### config.mk
export PLATFORM = sky130hd
export DESIGN_NAME = i2c_baud_gen_and_status
export DESIGN_NICKNAME = d
export VERILOG_FILES = /design/src/verilog/i2c_brg_pkg.sv /design/src/verilog/i2c_baud_gen_and_status.sv
export SDC_FILE = /design/constraint.sdc
export NUM_CORES = 1
export LEC_CHECK = 0
export BUFFER_PORTS_ARGS = -buffer_cell sky130_fd_sc_hd__buf_2
export CAP_MARGIN = 20
export CORE_UTILIZATION = 49
export CTS_BUF_LIST = sky130_fd_sc_hd__clkbuf_8
export DETAILED_ROUTE_END_ITERATION = 8
export GPL_ROUTABILITY_DRIVEN = 0
export HOLD_SLACK_MARGIN = 0.12
export PLACE_DENSITY_LB_ADDON = 0.1
export SLEW_MARGIN = 25
export SYNTH_ARGS = -nofsm -noshare
export SYNTH_HDL_FRONTEND = slang
export SYNTH_SLANG_ARGS = --single-unit
export TNS_END_PERCENT = 20
### constraint.sdc
create_clock -name clk -period 2.4 [get_ports clk]
set_input_delay 0.48 -clock clk [delete_from_list [all_inputs] [get_ports clk]]
set_output_delay 0.48 -clock clk [all_outputs]
set_load 0.02 [all_outputs]
### src/verilog/i2c_brg_pkg.sv
// Constants, field layouts and types shared by the baud generator and status logic
`default_nettype none
package i2c_brg_pkg;
    // Register bus shape
    localparam int ADDR_W = 3;
    localparam int DATA_W = 8;

    // Register offsets
    localparam logic [ADDR_W-1:0] OFF_RELOAD = 3'h0;
    localparam logic [ADDR_W-1:0] OFF_BUFFER = 3'h1;
    localparam logic [ADDR_W-1:0] OFF_CONTROL = 3'h2;
    localparam logic [ADDR_W-1:0] OFF_STATUS = 3'h3;
    localparam logic [ADDR_W-1:0] OFF_REQUEST = 3'h4;

    // Control register fields
    localparam int CTL_ENABLE = 0;
    localparam int CTL_MASTER = 1;
    localparam int CTL_TENBIT = 2;
    localparam int CTL_ACKDATA = 3;
    localparam int CTL_W = 4;

    // Request register fields
    localparam int REQ_START = 0;
    localparam int REQ_RSTART = 1;
    localparam int REQ_STOP = 2;
    localparam int REQ_RECV = 3;
    localparam int REQ_ACK = 4;
    localparam int REQ_W = 5;

    // Reset values
    localparam logic [DATA_W-1:0] RELOAD_RST = 8'h00;
    localparam logic [DATA_W-1:0] BUFFER_RST = 8'h00;
    localparam logic [CTL_W-1:0] CONTROL_RST = 4'h0;
    localparam logic [REQ_W-1:0] REQUEST_RST = 5'h00;
    localparam logic [DATA_W-1:0] STATUS_RST = 8'h00;
    localparam logic [DATA_W-1:0] STATUS_WR_MASK = 8'hc0;

    // Oscillator cycles per baud counter decrement
    localparam int OSC_PER_TICK = 2;
    localparam logic [0:0] TICK_LAST = 1'(OSC_PER_TICK - 1);

    // Half periods of each kind of transfer
    localparam logic [4:0] HALVES_TX = 5'h12;
    localparam logic [4:0] HALVES_DATA = 5'h10;
    localparam logic [4:0] HALVES_RX = 5'h10;
    localparam logic [4:0] HALVES_ACK = 5'h02;

    // Status register layout, bit 7 first
    typedef struct packed {
        logic slewDisable;
        logic smbusLevels;
        logic dataNotAddr;
        logic stopSeen;
        logic startSeen;
        logic readWrite;
        logic addrUpdate;
        logic bufFull;
    } status_s;

    // Bus sequencer states
    typedef enum logic [2:0] {
        SEQ_IDLE = 3'b000,
        SEQ_START_WAIT = 3'b001,
        SEQ_START_LOW = 3'b010,
        SEQ_XFER = 3'b011,
        SEQ_STOP_LOW = 3'b100,
        SEQ_STOP_HIGH = 3'b101,
        SEQ_RSTART_REL = 3'b110
    } seq_e;

    // Kinds of byte-level transfer
    typedef enum logic [1:0] {
        XF_TX = 2'b00,
        XF_RX = 2'b01,
        XF_ACK = 2'b10
    } xfer_e;
endpackage
`default_nettype wire

### src/verilog/i2c_baud_gen_and_status.sv
// Serial port baud counter, bus sequencer and status register
//
// Local design decisions: the placing of the registers and the strobed register port.
`timescale 1ns/10ps
`default_nettype none
module i2c_baud_gen_and_status (
    input wire logic clk,
    input wire logic srst,
    input wire logic [i2c_brg_pkg::ADDR_W-1:0] regAddr,
    input wire logic [i2c_brg_pkg::DATA_W-1:0] regWrData,
    input wire logic regWrite,
    input wire logic regRead,
    output logic [i2c_brg_pkg::DATA_W-1:0] regRdData,
    input wire logic sclIn,
    output logic sclOut,
    output logic sclOe,
    input wire logic sdaIn,
    output logic sdaOut,
    output logic sdaOe,
    input wire logic slaveByteDone,
    input wire logic slaveByteIsAddr,
    input wire logic slaveRwBit,
    input wire logic slaveNack,
    input wire logic tenBitUpdate,
    output logic portIdle,
    output logic slewControlDisable,
    output logic smbusLevels
);
    import i2c_brg_pkg::*;

    // Register decode helper
    function automatic logic regHit(input logic [ADDR_W-1:0] addr, input logic [ADDR_W-1:0] off,
                                    input logic strobe);
        regHit = strobe && (addr == off);
    endfunction

    logic [DATA_W-1:0] reloadReg;
    logic [DATA_W-1:0] bufferReg;
    logic [CTL_W-1:0] controlReg;
    logic [REQ_W-1:0] requestReg;
    status_s statusReg;
    logic [DATA_W-1:0] rdDataReg;
    logic sclMeta, sclSync, sdaMeta, sdaSync, sdaPrev;
    logic tickReg;
    logic [DATA_W-1:0] baudCount;
    seq_e seqReg;
    xfer_e xferReg;
    logic [4:0] halfCnt;
    logic [DATA_W-1:0] shiftReg;
    logic sclOeReg, sdaOeReg;
    logic txBusy;
    logic firstByte;
    logic idleReg;

    // Decoded strobes and events
    logic portOn, masterOn, tenBitOn;
    logic wrReload, wrBuffer, wrControl, wrStatus, wrRequest, rdBuffer;
    logic startDet, stopDet, rollover, halfEnd, goingLow;
    logic [4:0] halfNext;
    logic xferDone, txDataDone, rxDone, txDone, acceptTx, acceptReq;
    logic [REQ_W-1:0] reqPick;

    assign portOn = controlReg[CTL_ENABLE];
    assign masterOn = controlReg[CTL_MASTER];
    assign tenBitOn = controlReg[CTL_TENBIT];
    assign wrReload = regHit(regAddr, OFF_RELOAD, regWrite);
    assign wrBuffer = regHit(regAddr, OFF_BUFFER, regWrite);
    assign wrControl = regHit(regAddr, OFF_CONTROL, regWrite);
    assign wrStatus = regHit(regAddr, OFF_STATUS, regWrite);
    assign wrRequest = regHit(regAddr, OFF_REQUEST, regWrite);
    assign rdBuffer = regHit(regAddr, OFF_BUFFER, regRead);

    // Start and Stop seen on the synchronised lines while the clock line is high
    assign startDet = sclSync && sdaPrev && !sdaSync;
    assign stopDet = sclSync && !sdaPrev && sdaSync;

    // Counter reaches zero on a decrement tick
    assign rollover = tickReg && (baudCount == 8'h00) && (seqReg != SEQ_IDLE);
    assign halfNext = halfCnt + 5'h01;
    assign halfEnd = rollover && (seqReg == SEQ_XFER);
    assign goingLow = halfEnd && !sclOeReg;
    assign xferDone = goingLow && (halfNext == ((xferReg == XF_TX) ? HALVES_TX :
                                                (xferReg == XF_RX) ? HALVES_RX : HALVES_ACK));
    assign txDataDone = goingLow && (xferReg == XF_TX) && (halfNext == HALVES_DATA);
    assign rxDone = xferDone && (xferReg == XF_RX);
    assign txDone = xferDone && (xferReg == XF_TX);

    // New work is taken only by an enabled, idle master
    assign acceptTx = wrBuffer && portOn && masterOn && (seqReg == SEQ_IDLE) && (requestReg == REQUEST_RST);
    assign acceptReq = wrRequest && portOn && masterOn && (seqReg == SEQ_IDLE) && (requestReg == REQUEST_RST)
                       && !acceptTx;

    // Highest priority request only: start, repeated start, stop, receive, ack
    always_comb begin
        reqPick = REQUEST_RST;
        if (regWrData[REQ_START]) begin
            reqPick[REQ_START] = 1'b1;
        end else if (regWrData[REQ_RSTART]) begin
            reqPick[REQ_RSTART] = 1'b1;
        end else if (regWrData[REQ_STOP]) begin
            reqPick[REQ_STOP] = 1'b1;
        end else if (regWrData[REQ_RECV]) begin
            reqPick[REQ_RECV] = 1'b1;
        end else if (regWrData[REQ_ACK]) begin
            reqPick[REQ_ACK] = 1'b1;
        end
    end

    // Two-stage synchronisers for the bus lines, plus a delayed copy for edges
    always_ff @(posedge clk) begin
        if (srst) begin
            sclMeta <= 1'b1;
            sclSync <= 1'b1;
            sdaMeta <= 1'b1;
            sdaSync <= 1'b1;
            sdaPrev <= 1'b1;
        end else begin
            sclMeta <= sclIn;
            sclSync <= sclMeta;
            sdaMeta <= sdaIn;
            sdaSync <= sdaMeta;
            sdaPrev <= sdaSync;
        end
    end

    // Software registers: reload, control, buffer
    always_ff @(posedge clk) begin
        if (srst) begin
            reloadReg <= RELOAD_RST;
            controlReg <= CONTROL_RST;
            bufferReg <= BUFFER_RST;
        end else begin
            if (wrReload) begin
                reloadReg <= regWrData;
            end
            if (wrControl) begin
                controlReg <= regWrData[CTL_W-1:0];
            end
            if (rxDone) begin
                bufferReg <= {shiftReg[6:0], sdaSync};
            end else if (wrBuffer) begin
                bufferReg <= regWrData;
            end
        end
    end

    always_ff @(posedge clk) begin
        if (srst || seqReg == SEQ_IDLE) begin
            tickReg <= 1'b0;
        end else begin
            tickReg <= (tickReg == TICK_LAST) ? 1'b0 : tickReg + 1'b1;
        end
    end

    // reload from register, once per half period, N+1 ticks per half
    always_ff @(posedge clk) begin
        if (srst) begin
            baudCount <= RELOAD_RST;
        end else if (acceptTx || acceptReq || rollover) begin
            baudCount <= reloadReg;
        end else if (seqReg == SEQ_START_WAIT && !sdaSync) begin
            // load held until data line is high
            baudCount <= reloadReg;
        end else if (tickReg == TICK_LAST && seqReg != SEQ_IDLE) begin
            baudCount <= baudCount - 8'h01;
        end
    end

    // Bus sequencer: start, repeated start, stop, byte and ack transfers
    always_ff @(posedge clk) begin
        if (srst || !portOn) begin
            seqReg <= SEQ_IDLE;
            xferReg <= XF_TX;
            halfCnt <= 5'h00;
            shiftReg <= 8'h00;
            sclOeReg <= 1'b0;
            sdaOeReg <= 1'b0;
        end else begin
            case (seqReg)
                SEQ_IDLE: begin
                    halfCnt <= 5'h00;
                    if (acceptTx) begin
                        seqReg <= SEQ_XFER;
                        xferReg <= XF_TX;
                        shiftReg <= regWrData;
                        sdaOeReg <= ~regWrData[7];
                    end else if (acceptReq) begin
                        if (reqPick[REQ_START]) begin
                            seqReg <= SEQ_START_WAIT;
                            sclOeReg <= 1'b0;
                            sdaOeReg <= 1'b0;
                        end else if (reqPick[REQ_RSTART]) begin
                            seqReg <= SEQ_RSTART_REL;
                            sdaOeReg <= 1'b0;
                        end else if (reqPick[REQ_STOP]) begin
                            seqReg <= SEQ_STOP_LOW;
                            sdaOeReg <= 1'b1;
                        end else if (reqPick[REQ_RECV]) begin
                            seqReg <= SEQ_XFER;
                            xferReg <= XF_RX;
                            sdaOeReg <= 1'b0;
                        end else begin
                            seqReg <= SEQ_XFER;
                            xferReg <= XF_ACK;
                            sdaOeReg <= ~controlReg[CTL_ACKDATA];
                        end
                    end
                end
                SEQ_RSTART_REL: begin
                    // Data released, then clock released for a fresh Start
                    if (rollover) begin
                        sclOeReg <= 1'b0;
                        seqReg <= SEQ_START_WAIT;
                    end
                end
                SEQ_START_WAIT: begin
                    // data line pulled low only after a full count with it high
                    if (rollover) begin
                        sdaOeReg <= 1'b1;
                        seqReg <= SEQ_START_LOW;
                    end
                end
                SEQ_START_LOW: begin
                    if (rollover) begin
                        sclOeReg <= 1'b1;
                        seqReg <= SEQ_IDLE;
                    end
                end
                SEQ_STOP_LOW: begin
                    if (rollover) begin
                        sclOeReg <= 1'b0;
                        seqReg <= SEQ_STOP_HIGH;
                    end
                end
                SEQ_STOP_HIGH: begin
                    if (rollover) begin
                        sdaOeReg <= 1'b0;
                        seqReg <= SEQ_IDLE;
                    end
                end
                SEQ_XFER: begin
                    // each rollover ends one half period
                    if (halfEnd) begin
                        halfCnt <= halfNext;
                        if (sclOeReg) begin
                            sclOeReg <= 1'b0;
                        end else begin
                            sclOeReg <= 1'b1;
                            shiftReg <= {shiftReg[6:0], sdaSync};
                            if (xferReg == XF_TX) begin
                                sdaOeReg <= (halfNext < HALVES_DATA) ? ~shiftReg[6] : 1'b0;
                            end else if (xferReg == XF_RX) begin
                                sdaOeReg <= 1'b0;
                            end
                            // stop with clock held low as last driven
                            if (xferDone) begin
                                seqReg <= SEQ_IDLE;
                            end
                        end
                    end
                end
                default: begin
                    seqReg <= SEQ_IDLE;
                end
            endcase
        end
    end

    // Request bits clear themselves when their sequence completes
    always_ff @(posedge clk) begin
        if (srst || !portOn) begin
            requestReg <= REQUEST_RST;
        end else if (acceptReq) begin
            requestReg <= reqPick;
        end else if ((seqReg == SEQ_START_LOW || seqReg == SEQ_STOP_HIGH) && rollover) begin
            requestReg <= REQUEST_RST;
        end else if (xferDone) begin
            requestReg <= REQUEST_RST;
        end
    end

    // Master transmit in progress and first-byte tracking
    always_ff @(posedge clk) begin
        if (srst || !portOn) begin
            txBusy <= 1'b0;
            firstByte <= 1'b0;
        end else begin
            if (acceptTx) begin
                txBusy <= 1'b1;
            end else if (txDone) begin
                txBusy <= 1'b0;
            end
            if (startDet) begin
                firstByte <= 1'b1;
            end else if (txDone || rxDone || (slaveByteDone && !masterOn)) begin
                firstByte <= 1'b0;
            end
        end
    end

    // idle when no transmit and no request pending
    always_ff @(posedge clk) begin
        if (srst) begin
            idleReg <= 1'b1;
        end else begin
            idleReg <= !(txBusy || acceptTx || (requestReg != REQUEST_RST) || acceptReq);
        end
    end

    // writable upper bits, slew select, threshold select
    always_ff @(posedge clk) begin
        if (srst) begin
            statusReg.slewDisable <= STATUS_RST[7];
            statusReg.smbusLevels <= STATUS_RST[6];
        end else if (wrStatus) begin
            statusReg.slewDisable <= regWrData[7];
            statusReg.smbusLevels <= regWrData[6];
        end
    end

    // data or address of the last byte
    always_ff @(posedge clk) begin
        if (srst) begin
            statusReg.dataNotAddr <= STATUS_RST[5];
        end else if (masterOn && (txDone || rxDone)) begin
            statusReg.dataNotAddr <= !firstByte;
        end else if (!masterOn && slaveByteDone) begin
            statusReg.dataNotAddr <= !slaveByteIsAddr;
        end
    end

    // stop seen last, start seen last, both cleared on disable
    always_ff @(posedge clk) begin
        if (srst || !portOn) begin
            statusReg.stopSeen <= STATUS_RST[4];
            statusReg.startSeen <= STATUS_RST[3];
        end else if (startDet) begin
            statusReg.startSeen <= 1'b1;
            statusReg.stopSeen <= 1'b0;
        end else if (stopDet) begin
            statusReg.stopSeen <= 1'b1;
            statusReg.startSeen <= 1'b0;
        end
    end

    // transmit in progress in master mode, matched read/write bit in slave mode
    always_ff @(posedge clk) begin
        if (srst) begin
            statusReg.readWrite <= STATUS_RST[2];
        end else if (masterOn) begin
            statusReg.readWrite <= txBusy;
        end else if (slaveByteDone && slaveByteIsAddr) begin
            statusReg.readWrite <= slaveRwBit;
        end else if (startDet || stopDet || slaveNack) begin
            statusReg.readWrite <= 1'b0;
        end
    end

    // address update request, ten-bit mode only; cleared by reload write
    always_ff @(posedge clk) begin
        if (srst) begin
            statusReg.addrUpdate <= STATUS_RST[1];
        end else if (tenBitOn && tenBitUpdate) begin
            statusReg.addrUpdate <= 1'b1;
        end else if (wrReload || !tenBitOn) begin
            statusReg.addrUpdate <= 1'b0;
        end
    end

    // set on full receive, held over transmit data bits; set beats clear
    always_ff @(posedge clk) begin
        if (srst || !portOn) begin
            statusReg.bufFull <= STATUS_RST[0];
        end else if (rxDone || acceptTx || (!masterOn && slaveByteDone)) begin
            statusReg.bufFull <= 1'b1;
        end else if (txDataDone || rdBuffer) begin
            statusReg.bufFull <= 1'b0;
        end
    end

    // Read data, valid the cycle after the read strobe; unmapped reads zero
    always_ff @(posedge clk) begin
        if (srst) begin
            rdDataReg <= 8'h00;
        end else if (regRead) begin
            case (regAddr)
                OFF_RELOAD: rdDataReg <= reloadReg;
                OFF_BUFFER: rdDataReg <= bufferReg;
                OFF_CONTROL: rdDataReg <= {{(DATA_W-CTL_W){1'b0}}, controlReg};
                OFF_STATUS: rdDataReg <= statusReg;
                OFF_REQUEST: rdDataReg <= {{(DATA_W-REQ_W){1'b0}}, requestReg};
                default: rdDataReg <= 8'h00;
            endcase
        end else begin
            rdDataReg <= 8'h00;
        end
    end

    // Output pins: open drain, low level driven while the enable is high
    always_ff @(posedge clk) begin
        if (srst) begin
            sclOut <= 1'b0;
            sdaOut <= 1'b0;
        end else begin
            sclOut <= 1'b0;
            sdaOut <= 1'b0;
        end
    end

    assign sclOe = sclOeReg;
    assign sdaOe = sdaOeReg;
    assign regRdData = rdDataReg;
    assign portIdle = idleReg;
    assign slewControlDisable = statusReg.slewDisable;
    assign smbusLevels = statusReg.smbusLevels;
endmodule // i2c_baud_gen_and_status
`default_nettype wire

==> results of run 1 <==
[path summary, 6_finish.rpt]
kind / endpoint
worst min-delay path: sclMeta
worst max register to register: requestReg[4]
worst max-delay path: requestReg[4]
worst min register to register: sclSync
[cells by family (layout without fill, tap and decap cells)]
group	after synthesis	count (layout)	share of synthesized area, %
adder cells (fa/ha/maj)	4	4	1.263
flip-flops	77	77	38.89
AND/OR/NAND/NOR	194	194	25.41
multiplexers	29	29	7.481
buffers and inverters	40	93	4.577
AO/OA/AOI/OAI	110	110	20.30
XOR/XNOR	9	9	1.989
other	1	2	0.09461
[power by group through the flow]
stage / Clock, uW / Combinational [uW] / Sequential, uW
finish: 1090 / 154 / 1300
CTS: 1100 / 152 / 1300
global route: 1160 / 166 / 1300
detailed placement: 0 / 152 / 1330
global placement: 0 / 151 / 1330
floorplan: 0 / 93.1 / 1330
[critical path, cell delays in order (launching register included)]
cell     delay, ps
dfxtp_1        330
or4_4          520
buf_4          160
or4_1          580
o22ai_1        190
a31oi_1        140
a32oi_1        230
nor2_1          60
[cell usage in the layout (no fill, tap or decap), drive strengths merged, types with 12 or more instances in the layout]
cell / netlist / routed
o21ai: 15 / 15
a21oi: 32 / 32
inv: 9 / 12
mux2i: 24 / 24
dfxtp: 77 / 77
a211oi: 19 / 19
nor3: 12 / 12
buf: 7 / 69
nand2: 48 / 48
nor2: 70 / 70
[stage by stage]
step | total power [uW] | instance area [um^2] | hold WS (ps) | setup TNS [ps] | util [%]
after floorplan | 1421 | 3968 | 389.5 | 0 | -
after global placement | 1482 | 4373 | 403.6 | 0 | 56.30
after detailed placement | 1483 | 4373 | 407.4 | 0 | 56.30
after CTS | 2554 | 4587 | 302.6 | 0 | 59.05
after global routing | 2633 | 4616 | 287.0 | -17.52 | 59.42
final | 2542 | 4616 | 300.2 | 0 | 59.42
[final cells by class]
type | count | area [um^2]
multi-input cells | 348 | 2253
clock buffers | 10 | 137.6
repair buffers | 69 | 445.4
flip-flops and latches | 77 | 1541
well taps | 102 | 127.6
inverters | 9 | 33.78
clock inverters | 5 | 76.32
fillers | 725 | 3152
[flip-flops by register name, indices dropped and copies added (netlist names), 4 cells and up]
register,cells
baudCount,8
shiftReg,7
bufferReg,8
regRdData,8
controlReg,4
reloadReg,8
halfCnt,5
statusReg,6
requestReg,5
[routing by layer]
layer	track usage, %	vias up
li1	-	1754
met1	37.27	1650
met2	41.92	136
met3	5.307	16
met4	7.682	0
met5	0	-
[repair_timing]
action	in CTS	in global routing
buffers inserted	0	1
gates resized for setup	0	3
setup endpoints to repair	0	15
==> flow_summary.ini, run 1 <==
[die]
core_area_mm2 = 0.007767
die_h_um = 91.94
ios = 37
dieArea_mm2 = 0.008453
rows = 32
start_util_pct = 51.03
die_x_um = 91.94

[critical_path]
rr_worst_depth = 7
endpoint_kind = register
critPathKind = reg2reg
crit_start = baudCount[4]
path_max_fanout = 5
crit_required_ps = 2650
r2r_setup_slack_ps = 80
rr_startpoint = baudCount[4]
worstSetupStartpointType = register
worstPathArrival_ps = 2570

[power_and_ir_drop]
seq_power_share_pct = 51.2
ir_worst_vdd_v = 0.0002953
swShare_pct = 23.17
clkPwrFrac_pct = 42.7
p_switching_uw = 589.0
p_int_uw = 1953
power.leakage_uw = 0.001767
p_per_area_mw_per_mm2 = 550.7
combPwrFrac_pct = 6.1

[timing]
period_share_pct = 96.75
worst_slack_ps = 77.91
setup_viol = 0
maxSlewViolCount = 0
fin_crit_ps = 2322
finClkSkew_ps = 8.794
slew_headroom_pct = 60.70
hold_viol_final = 0
clock.fmax_mhz = 430.6
rsz0062_at_grt = yes
worst-slew-pin-transition_ps = 584.1

[finish]
n_antenna_cell = 0
synthToLayoutAreaGrowth_pct = 16.45
instances_no_fill = 620
layout-drive-gt1-share_pct = 22.97
nNetsFinal = 540

[worst_hold_path]
holdCritStartpoint = sclIn
hold_class = in2reg
holdPathStages = 2

[global_routing]
grt_antenna_before_repair = 0
grt_pass1_wl_um = 17280
grt_overflow_total = 0
groute.usage.overall_pct = 26.75
grt_max_degree = 19
grt_pass1_vias = 3296

[yosys]
syn_inst = 464
netlist_top_cells_count = 77 x dfxtp_1, 69 x nor2_1, 48 x nand2_1
synth.distinct_cells = 63
synth_edf_count = 0
async_flop_share_pct = 0
synth_top_area_share_pct = 38.89
syn_area_per_cell_um2 = 8.543
synth-seq-cells = 77
yosys.area.top_type = dfxtp_1
synth_area_mm2 = 0.003964
synth_area_leaders = dfxtp_1 39%, nor2_1 6.5%, mux2i_1 6.1%
synth_flop_cell = dfxtp_1
yosysMostFrequentCell = dfxtp_1
yosysSeqAreaShare_pct = 38.89
yosys_warnings = 0

[drt]
wl_met1_um = 4974
vias_per_cell = 5.735
met3_length_um = 661
vias = 3556
antenna_left = 0
dr.first_iter.drc_count = 257
dr.pass1.iters = 8
drc = 0
top_layer = met4
wirelength_um = 10770
routedWlPerCell_um = 17.37
routed-wl-met2_um = 4910

[run_status]
status = finished, final reports clean

[clock_tree]
cts_root_buffer = clkbuf_8
ctsHoldBuffers = 0
insertion_delay_ps = 360
cts_made_buffers = 9
htreeDepth = 3
cts.sinks = 77
path_clk_slew_ps = 80
cts_buffer_depth = 2
cts_tree = yes

[job]
maxCapViolCount = 0

[placement]
dp_hpwl_um = 7975
portBuffers = 34
dpl.cell_count = 604
dp_slack_ps = 50.82
Note: power is estimated with default switching activity, not from simulation.
==> run 2: changes to the inputs <==
Settings changed: CORE_MARGIN set to 2, SKIP_LAST_GASP set to 1.
==> run 2 against run 1 <==
Highest routed layer unchanged. Sequential power hardly changed. Power is 5.0% lower. Non-clock buffer count is 6 lower. Routed wire length is 0.97% higher. First-iteration DRC count is 3.5% lower. Count of clock-buffer cells in the layout is 1 lower.
==> flow_summary.ini, run 2 (synthesis gave the netlist of run 1 again) <==
[timing]
worst_hold_slack_ps = 297.1
worst_slack_ps = 83.78
rsz0062_at_grt = yes
clock.fmax_mhz = 431.7
hold_viol_final = 0
period_share_pct = 96.51
fin_crit_ps = 2316
slew_headroom_pct = 58.00
finClkSkew_ps = 15.53
setup_viol = 0
maxSlewViolCount = 0
worst-slew-pin-transition_ps = 624.2

[die]
dieArea_mm2 = 0.008825
die_x_um = 93.94
ios = 37
start_util_pct = 51.03
core_area_mm2 = 0.007767
die_h_um = 93.94
rows = 32

[critical_path]
r2r_setup_slack_ps = 80
endpoint_kind = register
worstSetupStartpointType = register
critPathKind = reg2reg
path_max_fanout = 4
crit_required_ps = 2630
rr_worst_depth = 5
rr_startpoint = requestReg[1]
timing.rr.end = xferReg[1]
worstPathArrival_ps = 2550

[worst_hold_path]
min_to = sclMeta
holdPathStages = 2
hold_class = in2reg
holdCritStartpoint = sclIn

[power_and_ir_drop]
combPwrFrac_pct = 6.2
seq_power_share_pct = 54.0
p_switching_uw = 673.8
clkPwrFrac_pct = 39.8
ir_worst_vdd_v = 0.0003532
power.leakage_uw = 0.001713
p_per_area_mw_per_mm2 = 530.5
p_int_uw = 1741
swShare_pct = 27.90

[finish]
nFillCells = 716
nNetsFinal = 534
synthToLayoutAreaGrowth_pct = 14.84
mostFrequentLayoutCell = dfxtp_1
n_antenna_cell = 0
final_cell_mix = 77 x dfxtp_1, 69 x nor2_1, 47 x nand2_1, 34 x buf_2, 32 x a21oi_1
layout-drive-gt1-share_pct = 23.00

[clock_tree]
ctsHoldBuffers = 0
cts_buffer_depth = 2
cts.sinks = 77
htreeDepth = 3
cts_tree = yes
insertion_delay_ps = 360
path_clk_slew_ps = 100
cts_made_buffers = 9
cts_root_buffer = clkbuf_8

[global_routing]
use_met1_pct = 35.46
grt_pass1_vias = 3372
grt_use_met3_pct = 4.655
grt_overflow_total = 0
grt_pass1_wl_um = 17330
top_usage_layer = met2
grt_antenna_before_repair = 0
groute.usage.overall_pct = 25.68
grt_max_degree = 34
use_met2_pct = 40.89

[run_status]
status = finished, final reports clean

[drt]
routedWlPerCell_um = 17.68
dr.first_iter.drc_count = 248
antenna_left = 0
drc = 0
wirelength_um = 10870
vias = 3612
dr.pass1.iters = 5
vias_per_cell = 5.873

[job]
maxCapViolCount = 0

[placement]
portBuffers = 34
dp_hpwl_um = 7856
dp_slack_ps = -40.73
[run 2: cell count changes in the layout (fill, tap and decap cells not counted), sizes merged]
| cell | previous run | this run |
|---|---|---|
| buf | 69 | 63 |
| bufinv | 2 | 0 |
| clkinv | 0 | 2 |
| clkinvlp | 0 | 2 |
| clkbuf | 10 | 9 |
[run 2: worst max path at each step]
stage	end	startpoint	slack (ps)
2_1_floorplan	bufferReg[6]	baudCount[3]	140
3_3_place_gp	bufferReg[7]	baudCount[3]	30
3_5_place_dp	shiftReg[5]	baudCount[3]	-40
4_1_cts	xferReg[1]	requestReg[1]	90
5_1_grt	shiftReg[5]	requestReg[1]	-30
6_report	xferReg[1]	requestReg[1]	80
[run 2: final cells by class]
class                           instances  area [um^2]  area share (%)
Tap cell                              102        127.6           2.804
Timing Repair Buffer                   63        400.4           8.796
Clock inverter                          7        66.31           1.457
Clock buffer                            9        123.9           2.721
Inverter                                9        33.78          0.7422
Multi-Input combinational cell        348         2258           49.62
Sequential cell                        77         1541           33.86
[run 2: power groups by stage]
stage / combinational [uW] / clock (uW) / sequential [uW]
6_report: 151 / 961 / 1300
5_1_grt: 163 / 1020 / 1310
4_1_cts: 149 / 970 / 1300
3_5_place_dp: 148 / 0 / 1330
3_3_place_gp: 146 / 0 / 1330
2_1_floorplan: 93.1 / 0 / 1330
[run 2: layer usage]
layer | wire, um | vias to the layer above
met5 | 0 | -
met4 | 178 | 0
met3 | 601 | 17
met2 | 4919 | 122
met1 | 5173 | 1723
li1 | - | 1750
[run 2: through the flow]
step,cell area (um^2),cells,TNS [ps],utilization (%),total power [uW]
floorplan,3968,465,0,-,1421
global placement,4318,596,0,55.59,1479
detailed placement,4318,596,-128.9,55.59,1481
CTS,4547,615,0,58.54,2421
global route,4552,615,-43.17,58.60,2492
finish,4552,615,0,58.60,2415
[run 2: what timing repair did]
action / CTS / global route
setup endpoints to repair: 20 / 7
pin swaps: 1 / 0
resized for setup: 1 / 2
setup buffers: 3 / 0
[run 2: worst max-delay path, cell delays in order, from the launching register on]
cell and delay, ps:
dfxtp_1 340, or4_1 560, or4b_4 590, nor4b_4 420, mux2i_1 230, nor3_1 60
==> run 3: changes to the inputs <==
Settings changed: MAX_ROUTING_LAYER set to met4.
Clock period 2.4 ns to 3 ns, I/O delays scaled along.
==> run 3 against run 2 <==
Combinational power down 23%. Die area stayed put. Via count down 3.2%. Cell count down 3.3%. Sequential power is 20% lower. Critical path type unchanged. Critical endpoint is now shiftReg[6]. Largest power group unchanged.
==> flow_summary.ini, run 3 (synthesis gave the netlist of run 1 again) <==
[finish]
nNetsFinal = 515
layout-drive-gt1-share_pct = 19.07
n_antenna_cell = 0
nFillCells = 765
final_cell_mix = 77 x dfxtp_1, 69 x nor2_1, 48 x nand2_1, 34 x buf_2, 32 x a21oi_1
mostFrequentLayoutCell = dfxtp_1
instances_no_fill = 595
utilization_pct = 56.19
synthToLayoutAreaGrowth_pct = 10.10

[timing]
maxSlewViolCount = 0
setup_viol = 0
worst-slew-pin-transition_ps = 723.7
slew_headroom_pct = 51.31
finClkSkew_ps = 10.73
setup_tns_ps = 0
fin_crit_ps = 2591
hold_viol_final = 0
rsz0062_at_grt = no
period_share_pct = 86.36
clock.fmax_mhz = 386.0

[global_routing]
use_met2_pct = 38.27
grt_antenna_before_repair = 0
groute.usage.overall_pct = 25.36
grt_max_degree = 35
grt_pass1_vias = 3299
grt_overflow_total = 0
top_usage_layer = met2
grt_use_met3_pct = 6.019
grt_pass1_wl_um = 16690
use_met1_pct = 33.47

[clock_tree]
cts-resized-gates = 0
cts.sinks = 77
cts_setup_buffers = 0
cts_made_buffers = 9
insertion_delay_ps = 360
cts_buffer_depth = 2
path_clk_slew_ps = 80
cts_tree = yes
cts_root_buffer = clkbuf_8
ctsHoldBuffers = 0
htreeDepth = 3

[die]
dieArea_mm2 = 0.008825
die_x_um = 93.94
die_h_um = 93.94
rows = 32
start_util_pct = 51.03
ios = 37
core_area_mm2 = 0.007767

[job]
maxCapViolCount = 0

[placement]
portBuffers = 34
dp_hpwl_um = 7619
dpl.cell_count = 580

[drt]
wirelength_um = 10280
dr.pass1.iters = 5
vias = 3498
drc = 0
vias_per_cell = 5.879
dr.first_iter.drc_count = 175
antenna_left = 0
routedWlPerCell_um = 17.28

[critical_path]
critPathKind = reg2reg
crit_required_ps = 3270
worstPathArrival_ps = 2860
worstSetupStartpointType = register
path_max_fanout = 14
endpoint_kind = register

[worst_hold_path]
hold_class = reg2reg

[run_status]
status = finished, final reports clean

[power_and_ir_drop]
p_per_area_mw_per_mm2 = 423.7
ir_worst_vdd_v = 0.0002467
power.leakage_uw = 0.001607
==> run 3: area by class of cell <==
cell class | instances | area [um^2] | share of cell area (%)
inverters | 9 | 33.78 | 0.7741
multi-input cells | 348 | 2250 | 51.55
clock inverters | 5 | 28.78 | 0.6594
repair buffers | 44 | 245.2 | 5.619
clock buffers | 10 | 137.6 | 3.154
flip-flops and latches | 77 | 1541 | 35.32
well taps | 102 | 127.6 | 2.924
==> run 3: per-stage QoR <==
stage / worst slack [ps] / hold slack [ps] / area, um^2 / total power (uW)
floorplan: 744.6 / 389.5 / 3968 / 1136
global placement: 484.9 / 403.6 / 4198 / 1180
detailed placement: 429.9 / 394.4 / 4198 / 1181
CTS: 406.1 / 416.1 / 4364 / 1866
global route: 236.5 / 421.6 / 4364 / 1923
finish: 409.1 / 413.4 / 4364 / 1849
==> run 3: layer usage <==
metal	wire length (um)	part of all wire (%)	vias up
met3	640	6.2	19
met4	180	1.8	0
li1	-	-	1712
met1	4860	47	1642
met2	4600	45	125
met5	0	0	-
==> run 3: worst paths after layout <==
check                           slack (ps)    startpoint  depth (start not counted)     endpoint
worst min-delay path                   410       sdaMeta                          1      sdaSync
worst max-delay path                   410  baudCount[3]                          5  shiftReg[6]
worst min register to register         410       sdaMeta                          1      sdaSync
worst max register to register         410  baudCount[3]                          5  shiftReg[6]
==> run 3: where the power goes <==
group	leakage (uW)	switching [uW]	total, uW	internal, uW
registers	0.000622	10.9	1040	1030
clock network	0.0000853	378	690	312
logic	0.000899	75.1	116	40.4
total	0.00161	464	1850	1380
==> run 3: worst max-delay path, stage by stage (launching register included) <==
cell and delay, ps:
dfxtp_1 360, or4_4 590, or4_1 800, o21ai_4 440, nor2_1 80, a311oi_1 230
